File: src/rtl/irm_pkg.sv
// Purpose: constants for the upper isochronous receive channel mask block
// Assumes: Avalon-MM slave with 32-bit data and byte addresses
// Notes: register word offsets are byte addresses
package irm_pkg;
	localparam int unsigned DATA_W = 32;
	localparam int unsigned ADDR_W = 8;
	localparam int unsigned CHAN_W = 6;
	localparam logic [ADDR_W-1:0] OFS_MASK_SET = 8'h70;
	localparam logic [ADDR_W-1:0] OFS_MASK_CLEAR = 8'h74;
	localparam logic [CHAN_W-1:0] CHAN_BASE = 6'h20;
	localparam logic [DATA_W-1:0] UNMAPPED_READ = 32'h00000000;
	// nominal value only; the mask cells power up unknown and reset leaves them alone
	localparam logic [DATA_W-1:0] MASK_POWERUP = 32'h00000000;
	localparam logic [1:0] RESP_OK = 2'h0;
	localparam logic [1:0] RESP_DECERR = 2'h3;
endpackage : irm_pkg

File: src/rtl/irm_bit_cell.sv
// Purpose: one set/clear mask bit
// Assumes: set and clear never both asserted by the caller's decode
// Notes: holds its value when neither strobe is high
`timescale 1ns/1ps
module irm_bit_cell (
	input wire logic mclk, // clock
	input wire logic set_pulse, // write-one-to-set strobe
	input wire logic clr_pulse, // write-one-to-clear strobe
	output logic q // stored bit
);
	logic next_q;
	always_comb begin
		next_q = q;
		if (set_pulse) begin
			next_q = 1'b1;
		end else if (clr_pulse) begin
			next_q = 1'b0;
		end
	end
	// no reset term: the bit is left undefined by reset on purpose
	always_ff @(posedge mclk) begin
		q <= next_q;
	end
endmodule : irm_bit_cell

File: src/rtl/irm_chan_match.sv
// Purpose: compare an incoming channel number against the mask
// Assumes: channel numbers 0..63 on a 6-bit field
// Notes: combinational; lower half always answers no here
`timescale 1ns/1ps
module irm_chan_match (
	input wire logic [irm_pkg::CHAN_W-1:0] chan, // packet channel
	input wire logic [irm_pkg::DATA_W-1:0] mask, // upper mask
	output logic hit // accept this channel
);
	logic [irm_pkg::CHAN_W-2:0] idx;
	always_comb begin
		idx = chan[irm_pkg::CHAN_W-2:0];
		hit = 1'b0;
		if (chan >= irm_pkg::CHAN_BASE) begin
			hit = mask[idx];
		end
	end
endmodule : irm_chan_match

File: src/rtl/irm_mask_high.sv
// Purpose: upper isochronous receive channel mask with set and clear aliases
// Assumes: Avalon-MM master holds requests until waitrequest is low
// Notes: every access completes in the cycle after it is seen
//
// The Avalon-MM register port was chosen for this implementation.
`timescale 1ns/1ps
module irm_mask_high (
	input wire logic mclk, // 10 MHz clock
	input wire logic rst, // synchronous reset, active high
	input wire logic [irm_pkg::ADDR_W-1:0] avs_address, // byte address
	input wire logic avs_read, // read request
	input wire logic avs_write, // write request
	input wire logic [irm_pkg::DATA_W-1:0] avs_writedata, // write data
	input wire logic [3:0] avs_byteenable, // byte lanes
	output logic [irm_pkg::DATA_W-1:0] avs_readdata, // read data
	output logic [1:0] avs_response, // 0 ok, 3 decode error
	output logic avs_waitrequest, // high until the access is answered
	input wire logic [irm_pkg::CHAN_W-1:0] rx_chan, // channel of arriving iso packet
	input wire logic rx_chan_valid, // rx_chan is meaningful
	output logic rx_accept, // packet on rx_chan may be received
	output logic [irm_pkg::DATA_W-1:0] chan_mask // mask to receive path
);
	typedef enum logic {IRM_IDLE, IRM_DONE} irm_state_e;
	irm_state_e state, next_state;
	logic [irm_pkg::DATA_W-1:0] readdata, next_readdata;
	logic [1:0] response, next_response;
	logic [irm_pkg::DATA_W-1:0] lane_mask, set_vec, clr_vec;
	logic hit_set, hit_clr, req, hit;

	always_comb begin
		req = avs_read | avs_write;
		hit_set = (avs_address == irm_pkg::OFS_MASK_SET);
		hit_clr = (avs_address == irm_pkg::OFS_MASK_CLEAR);
		for (int i = 0; i < 4; i++) begin
			lane_mask[8*i +: 8] = {8{avs_byteenable[i]}};
		end
	end

	// strobe in the answer cycle so the update lands at the edge waitrequest is low
	always_comb begin
		set_vec = '0;
		clr_vec = '0;
		if (state == IRM_DONE && avs_write && hit_set) begin
			set_vec = avs_writedata & lane_mask;
		end
		if (state == IRM_DONE && avs_write && hit_clr) begin
			clr_vec = avs_writedata & lane_mask;
		end
	end

	property p_lane_gate;
		@(posedge mclk) disable iff (rst)
		((set_vec | clr_vec) & ~lane_mask) == '0;
	endproperty
	a_lane_gate: assert property (p_lane_gate) else $error("disabled lane hit the mask");

	property p_rd_no_strobe;
		@(posedge mclk) disable iff (rst)
		avs_read |-> ((set_vec | clr_vec) == '0);
	endproperty
	a_rd_no_strobe: assert property (p_rd_no_strobe) else $error("read touched mask");

	property p_set_clr_excl;
		@(posedge mclk) disable iff (rst)
		!((set_vec != '0) && (clr_vec != '0));
	endproperty
	a_set_clr_excl: assert property (p_set_clr_excl) else $error("set and clear together");

	property p_strobe_done;
		@(posedge mclk) disable iff (rst)
		((set_vec | clr_vec) != '0) |-> (state == IRM_DONE);
	endproperty
	a_strobe_done: assert property (p_strobe_done) else $error("strobe outside answer");

	// cells carry no reset: the mask is undefined until software writes it
	for (genvar b = 0; b < irm_pkg::DATA_W; b++) begin : g_bit
		irm_bit_cell u_cell (
			.mclk(mclk),
			.set_pulse(set_vec[b]),
			.clr_pulse(clr_vec[b]),
			.q(chan_mask[b])
		);
	end

	irm_chan_match u_match (
		.chan(rx_chan),
		.mask(chan_mask),
		.hit(hit)
	);
	assign rx_accept = rx_chan_valid & hit;

	// both ends of the range are checked: an index slip would hide in the middle
	property p_top_chan;
		@(posedge mclk) disable iff (rst)
		(rx_chan_valid && rx_chan == {irm_pkg::CHAN_W{1'b1}})
		|-> (rx_accept == chan_mask[irm_pkg::DATA_W-1]);
	endproperty
	a_top_chan: assert property (p_top_chan) else $error("top channel not on top bit");

	property p_base_chan;
		@(posedge mclk) disable iff (rst)
		(rx_chan_valid && rx_chan == irm_pkg::CHAN_BASE) |-> (rx_accept == chan_mask[0]);
	endproperty
	a_base_chan: assert property (p_base_chan) else $error("base channel not on bit 0");

	property p_valid_gate;
		@(posedge mclk) disable iff (rst)
		!rx_chan_valid |-> !rx_accept;
	endproperty
	a_valid_gate: assert property (p_valid_gate) else $error("accept without valid");

	property p_accept_upper;
		@(posedge mclk) disable iff (rst)
		rx_accept |-> (rx_chan_valid && rx_chan >= irm_pkg::CHAN_BASE);
	endproperty
	a_accept_upper: assert property (p_accept_upper) else $error("accept outside upper half");

	always_comb begin
		next_state = state;
		next_readdata = readdata;
		next_response = response;
		case (state)
			IRM_IDLE: begin
				if (req) begin
					next_state = IRM_DONE;
					next_response = (hit_set | hit_clr) ? irm_pkg::RESP_OK : irm_pkg::RESP_DECERR;
					next_readdata = irm_pkg::UNMAPPED_READ;
					if (avs_read && (hit_set | hit_clr)) begin
						next_readdata = chan_mask;
					end
				end
			end
			IRM_DONE: begin
				next_state = IRM_IDLE;
			end
			default: begin
				next_state = IRM_IDLE;
			end
		endcase
	end

	always_ff @(posedge mclk) begin
		if (rst) begin
			state <= IRM_IDLE;
			readdata <= irm_pkg::UNMAPPED_READ;
			response <= irm_pkg::RESP_OK;
		end else begin
			state <= next_state;
			readdata <= next_readdata;
			response <= next_response;
		end
	end

	assign avs_waitrequest = !(state == IRM_DONE);
	assign avs_readdata = readdata;
	assign avs_response = response;

	property p_set_bits;
		@(posedge mclk) disable iff (rst)
		(state == IRM_DONE && avs_write && hit_set) |=> ((chan_mask & $past(set_vec)) == $past(set_vec));
	endproperty
	a_set_bits: assert property (p_set_bits) else $error("set write did not set bits");

	property p_clr_bits;
		@(posedge mclk) disable iff (rst)
		(state == IRM_DONE && avs_write && hit_clr) |=> ((chan_mask & $past(clr_vec)) == '0);
	endproperty
	a_clr_bits: assert property (p_clr_bits) else $error("clear write did not clear bits");

	property p_zero_keep;
		@(posedge mclk) disable iff (rst)
		(state == IRM_DONE && avs_write && (hit_set | hit_clr))
		|=> ((chan_mask & ~$past(set_vec | clr_vec)) == ($past(chan_mask) & ~$past(set_vec | clr_vec)));
	endproperty
	a_zero_keep: assert property (p_zero_keep) else $error("zero bits changed the mask");

	property p_read_value;
		@(posedge mclk) disable iff (rst)
		(state == IRM_IDLE && avs_read && (hit_set | hit_clr)) |=> (avs_readdata == $past(chan_mask));
	endproperty
	a_read_value: assert property (p_read_value) else $error("read did not return mask");

	property p_read_stable;
		@(posedge mclk) disable iff (rst)
		(state == IRM_IDLE && avs_read) |=> $stable(chan_mask);
	endproperty
	a_read_stable: assert property (p_read_stable) else $error("read changed the mask");

	property p_accept;
		@(posedge mclk) disable iff (rst)
		rx_chan_valid && rx_chan >= irm_pkg::CHAN_BASE
		|-> (rx_accept == chan_mask[rx_chan[irm_pkg::CHAN_W-2:0]]);
	endproperty
	a_accept: assert property (p_accept) else $error("accept disagrees with mask bit");

	property p_lower_reject;
		@(posedge mclk) disable iff (rst)
		(rx_chan < irm_pkg::CHAN_BASE) |-> !rx_accept;
	endproperty
	a_lower_reject: assert property (p_lower_reject) else $error("lower channel accepted");

	property p_answer_time;
		@(posedge mclk) disable iff (rst)
		(state == IRM_IDLE && req) |=> !avs_waitrequest ##1 avs_waitrequest;
	endproperty
	a_answer_time: assert property (p_answer_time) else $error("answer not one cycle later");

	property p_unmapped;
		@(posedge mclk) disable iff (rst)
		(state == IRM_IDLE && req && !(hit_set | hit_clr)) |=> (avs_response == irm_pkg::RESP_DECERR);
	endproperty
	a_unmapped: assert property (p_unmapped) else $error("unmapped access not flagged");

	property p_no_spont;
		@(posedge mclk) disable iff (rst)
		!(state == IRM_DONE && avs_write) |=> (chan_mask === $past(chan_mask));
	endproperty
	a_no_spont: assert property (p_no_spont) else $error("mask changed without write");

	// the bus side below pins down the one-cycle answer that software relies on
	property p_rst_wait;
		@(posedge mclk)
		rst |=> (avs_waitrequest && avs_readdata == irm_pkg::UNMAPPED_READ
			&& avs_response == irm_pkg::RESP_OK);
	endproperty
	a_rst_wait: assert property (p_rst_wait) else $error("bus outputs not idle after reset");

	property p_wait_idle;
		@(posedge mclk) disable iff (rst)
		(state == IRM_IDLE) |-> avs_waitrequest;
	endproperty
	a_wait_idle: assert property (p_wait_idle) else $error("waitrequest low while idle");

	property p_wait_done;
		@(posedge mclk) disable iff (rst)
		(state == IRM_DONE) |-> !avs_waitrequest;
	endproperty
	a_wait_done: assert property (p_wait_done) else $error("waitrequest high in answer cycle");

	property p_done_once;
		@(posedge mclk) disable iff (rst)
		(state == IRM_DONE) |=> (state == IRM_IDLE);
	endproperty
	a_done_once: assert property (p_done_once) else $error("answer lasted more than one cycle");

	property p_resp_ok;
		@(posedge mclk) disable iff (rst)
		(state == IRM_IDLE && req && (hit_set | hit_clr)) |=> (avs_response == irm_pkg::RESP_OK);
	endproperty
	a_resp_ok: assert property (p_resp_ok) else $error("mapped access not answered ok");

	property p_unmapped_zero;
		@(posedge mclk) disable iff (rst)
		(state == IRM_IDLE && avs_read && !(hit_set | hit_clr))
		|=> (avs_readdata == irm_pkg::UNMAPPED_READ);
	endproperty
	a_unmapped_zero: assert property (p_unmapped_zero) else $error("unmapped read not zero");

	property p_write_rdata;
		@(posedge mclk) disable iff (rst)
		(state == IRM_IDLE && avs_write) |=> (avs_readdata == irm_pkg::UNMAPPED_READ);
	endproperty
	a_write_rdata: assert property (p_write_rdata) else $error("write left read data set");

	property p_unmapped_keep;
		@(posedge mclk) disable iff (rst)
		(state == IRM_DONE && avs_write && !(hit_set | hit_clr))
		|=> (chan_mask === $past(chan_mask));
	endproperty
	a_unmapped_keep: assert property (p_unmapped_keep) else $error("unmapped write hit mask");

	property p_rdata_hold;
		@(posedge mclk) disable iff (rst)
		!(state == IRM_IDLE && req) |=> $stable(avs_readdata);
	endproperty
	a_rdata_hold: assert property (p_rdata_hold) else $error("read data moved between accesses");

	property p_resp_hold;
		@(posedge mclk) disable iff (rst)
		!(state == IRM_IDLE && req) |=> $stable(avs_response);
	endproperty
	a_resp_hold: assert property (p_resp_hold) else $error("response moved between accesses");

	property p_clr_no_rise;
		@(posedge mclk) disable iff (rst)
		(state == IRM_DONE && avs_write && hit_clr) |=> ((chan_mask & ~$past(chan_mask)) == '0);
	endproperty
	a_clr_no_rise: assert property (p_clr_no_rise) else $error("clear write set a bit");

	property p_set_no_fall;
		@(posedge mclk) disable iff (rst)
		(state == IRM_DONE && avs_write && hit_set) |=> (($past(chan_mask) & ~chan_mask) == '0);
	endproperty
	a_set_no_fall: assert property (p_set_no_fall) else $error("set write cleared a bit");

	c_set: cover property (@(posedge mclk) disable iff (rst) state == IRM_IDLE && avs_write && hit_set);
	c_clr: cover property (@(posedge mclk) disable iff (rst) state == IRM_IDLE && avs_write && hit_clr);
	c_read: cover property (@(posedge mclk) disable iff (rst) state == IRM_IDLE && avs_read && hit_clr);
	c_accept: cover property (@(posedge mclk) disable iff (rst) rx_accept);
	c_decerr: cover property (@(posedge mclk) disable iff (rst) avs_response == irm_pkg::RESP_DECERR);
endmodule : irm_mask_high

File: config.mk
export PLATFORM = sky130hd
export DESIGN_NAME = irm_mask_high
export DESIGN_NICKNAME = d
export VERILOG_FILES = /design/src/rtl/irm_pkg.sv /design/src/rtl/irm_bit_cell.sv /design/src/rtl/irm_chan_match.sv /design/src/rtl/irm_mask_high.sv
export SDC_FILE = /design/constraint.sdc
export NUM_CORES = 1
export LEC_CHECK = 0
export BUFFER_PORTS_ARGS = -buffer_cell sky130_fd_sc_hd__buf_2
export CAP_MARGIN = 5
export CORE_ASPECT_RATIO = 1.1
export CORE_UTILIZATION = 45
export CTS_CLUSTER_DIAMETER = 80
export DETAILED_ROUTE_END_ITERATION = 8
export PLACE_DENSITY = 0.87
export SKIP_CTS_REPAIR_TIMING = 1
export SLEW_MARGIN = 20
export SYNTH_ARGS = -nofsm -noshare
export SYNTH_HDL_FRONTEND = slang
export SYNTH_SLANG_ARGS = --single-unit
File: constraint.sdc
create_clock -name mclk -period 4.6 [get_ports mclk]
set_input_delay 0.46 -clock mclk [delete_from_list [all_inputs] [get_ports mclk]]
set_output_delay 0.46 -clock mclk [all_outputs]
set_load 0.005 [all_outputs]
==> flow_metrics.env <==
export IMPL_final_area_um2=3450
export IMPL_worstHoldPathType="input pin to flop"
export IMPL_critPathArrivalTime_ns=1.96
export IMPL_insertion_delay_ns=0.35
export IMPL_setup_violations=0
export IMPL_cp_end_kind="output port"
export IMPL_portBuffers=122
export IMPL_synth_fp_nets=337
export IMPL_ys_seq_area_share_pct=44.7
export IMPL_rows=30
export IMPL_ys_types=27
export IMPL_whs_path_depth=2
export IMPL_leakagePower_nw=1.54
export IMPL_period_share_pct=52.7
export IMPL_cts_max_level=3
export IMPL_vias_per_cell=5.54
export IMPL_final_max_slew_violation_count=0
export IMPL_worstReg2RegStart="state$_SDFF_PP0_"
export IMPL_cts_root_buffer="clkbuf_8"
export IMPL_slew_headroom_pct=34.1
export IMPL_synthCells=282
export IMPL_reg2reg_to="avs_readdata[21]$_SDFFE_PP0P_"
export IMPL_cts_buffers=9
export IMPL_clock_sinks=66
export IMPL_clock_path_buffers=2
export IMPL_syn_area_um2=2960
export IMPL_power_density_nw_per_um2=316
export IMPL_ff2ff_path_depth=4
export IMPL_cp_max_fo=8
export IMPL_grt_overflow=0
export IMPL_sw_frac_of_total_pct=24.8
export IMPL_worst_hold_slack_ns=0.305
export IMPL_diodes=0
export IMPL_yosys_warnings=0
export IMPL_internal_power_uw=820
export IMPL_die_x_um=79.3
export IMPL_pre_cts_ws_ns=2.09
export IMPL_p_clk_share_pct=38.6
export IMPL_firstDrtPassIters=4
export IMPL_status="finished clean"
export IMPL_wl_per_cell_um=16.1
export IMPL_core_area_um2=6270
export IMPL_antenna_found_initial=0
export IMPL_syn2layout_area_growth_pct=16.8
export IMPL_p_comb_share_pct=7.7
export IMPL_rsz0062_at_grt="no"
export IMPL_drive_gt1_share_pct=47.1
export IMPL_layout_nets=417
export IMPL_drt_total_wl_um=7200
export IMPL_critPathKind="input pin to output port"
export IMPL_drc=0
export IMPL_grt_pass1_vias=2235
export IMPL_yosys_register_bits=66
export IMPL_die_height_um=87.0
export IMPL_final_common_cell="buf_2"
export IMPL_rrSetupSlack_ns=2.71
export IMPL_finalWorstPathRequiredPeriod_ns=2.42
export IMPL_p_seq_share_pct=53.6
export IMPL_worstHoldStart="avs_writedata[24]"
export IMPL_setup_worst_path_start="rx_chan[1]"
export IMPL_grt_pass1_wl_um=11200
export IMPL_top_level_ports=123
export IMPL_yosysTopAreaCellShare_pct=44.7
export IMPL_dpl_cell_area_um2=3280
export IMPL_ys_top_cells_by_area="dfxtp_1, buf_4, a31oi_1"
export IMPL_layout_setup_ws_ns=2.18
export IMPL_cts_clk_slew_worst_paths_ns=0.07
export IMPL_hold_viol=0
export IMPL_start_kind="input pin"
export IMPL_grt_max_degree=36
export IMPL_finalSetupTns_ns=0
export IMPL_yosys_area_top_type="dfxtp_1"
export IMPL_required_ns=4.14
export IMPL_cp_endpoint="rx_accept"
export IMPL_gp_congestion=0.720
export IMPL_ant_nets=0
export IMPL_vdd_drop_max_mv=0.174
export IMPL_p_switching_uw=270
export IMPL_hpwl_um=5250
export IMPL_final_cell_mix="buf_2, dfxtp_1, a21oi_1, a31oi_1, nor2_1"
export IMPL_cts_tree="yes"
export IMPL_worst_pin_slew_ns=0.985
export IMPL_fmax_mhz=413
export IMPL_cap_violations=0
export IMPL_initial_core_util_pct=47.2
export IMPL_total_power_mw=1.09
export IMPL_vias=2475
export IMPL_first_iter_violations=118
export IMPL_die_area_um2=6900
export IMPL_grt_use_total_pct=21.7
export IMPL_synth_avg_cell_area_um2=10.5
export IMPL_finClkSkew_ns=0.00680
-- critical path: stages --
cell and delay, ns:
buf_2 0.26, mux4_2 0.56, mux2_2 0.29, nor3b_1 0.20, a211oi_1 0.06, buf_2 0.13
-- cell type report --
| class | instances | area (um2) |
|---|---|---|
| Fill cell | 555 | 2820 |
| Clock buffer | 11 | 141 |
| Tap cell | 80 | 100 |
| Sequential cell | 66 | 1320 |
| Timing Repair Buffer | 123 | 618 |
| Clock inverter | 5 | 30.0 |
| Multi-Input combinational cell | 157 | 1220 |
| Inverter | 5 | 18.8 |
-- logic make-up after synthesis --
logic type             synth area share (%)
buffers and inverters                  14.2
muxes                                  7.91
DFF                                    44.7
AOI/OAI and AO/OA                      22.5
and+or+nand+nor                        10.7
-- metal layers --
| metal | global-route usage, % | vias up | part of all wire (%) |
|---|---|---|---|
| li1 | - | 1177 | - |
| met1 | 25.8 | 1186 | 42 |
| met2 | 36.0 | 102 | 49 |
| met3 | 7.23 | 10 | 7.7 |
| met4 | 8.43 | 0 | 1.3 |
| met5 | 0 | - | 0 |
-- worst min-delay path by stage --
| stage | to | slack [ns] |
|---|---|---|
| 6_report | g_bit[24].u_cell.q$_SDFFE_PP1P_ | 0.30 |
| 5_1_grt | g_bit[16].u_cell.q$_SDFFE_PP1P_ | 0.29 |
| 4_1_cts | g_bit[16].u_cell.q$_SDFFE_PP1P_ | 0.30 |
| 3_5_place_dp | avs_readdata[18]$_SDFFE_PP0P_ | 0.48 |
| 3_3_place_gp | avs_readdata[16]$_SDFFE_PP0P_ | 0.48 |
| 2_1_floorplan | avs_readdata[0]$_SDFFE_PP0P_ | 0.49 |
-- sequential cells by signal, summed over array words and instances (netlist names) --
| signal | count |
|---|---|
| state | 1 |
| avs_response | 1 |
| g_bit.u_cell.q | 32 |
| avs_readdata | 32 |
-- through the flow --
step	utilization [%]	std cells
after detailed placement	52.3	431
final	55.1	447
after CTS	55.1	447
after global routing	55.1	447
after global placement	52.3	431
after floorplan	-	282
-- synth_stat cells (all sizes together) --
library cell and number:
nor2b 1, inv 5, nor3b 1, nor4 4
clkbuf 7, a21oi 32, nor3 2, dfxtp 66
mux2i 2, a211oi 1, nand4b 1, a31oi 32
mux4 8, mux2 3, nand2 1, or3 1
o311ai 1, nor2 33, nor4b 1, o21ai 1
a22oi 32, buf 47
-- power groups by stage --
| stage | clock network (mW) | registers (mW) | logic [mW] |
|---|---|---|---|
| floorplan | 0 | 0.596 | 0.0528 |
| global placement | 0 | 0.597 | 0.0823 |
| detailed placement | 0 | 0.598 | 0.0849 |
| CTS | 0.425 | 0.585 | 0.0849 |
| global route | 0.455 | 0.585 | 0.0922 |
| finish | 0.421 | 0.585 | 0.0845 |
No activity file was read; power rests on OpenSTA's default activity.
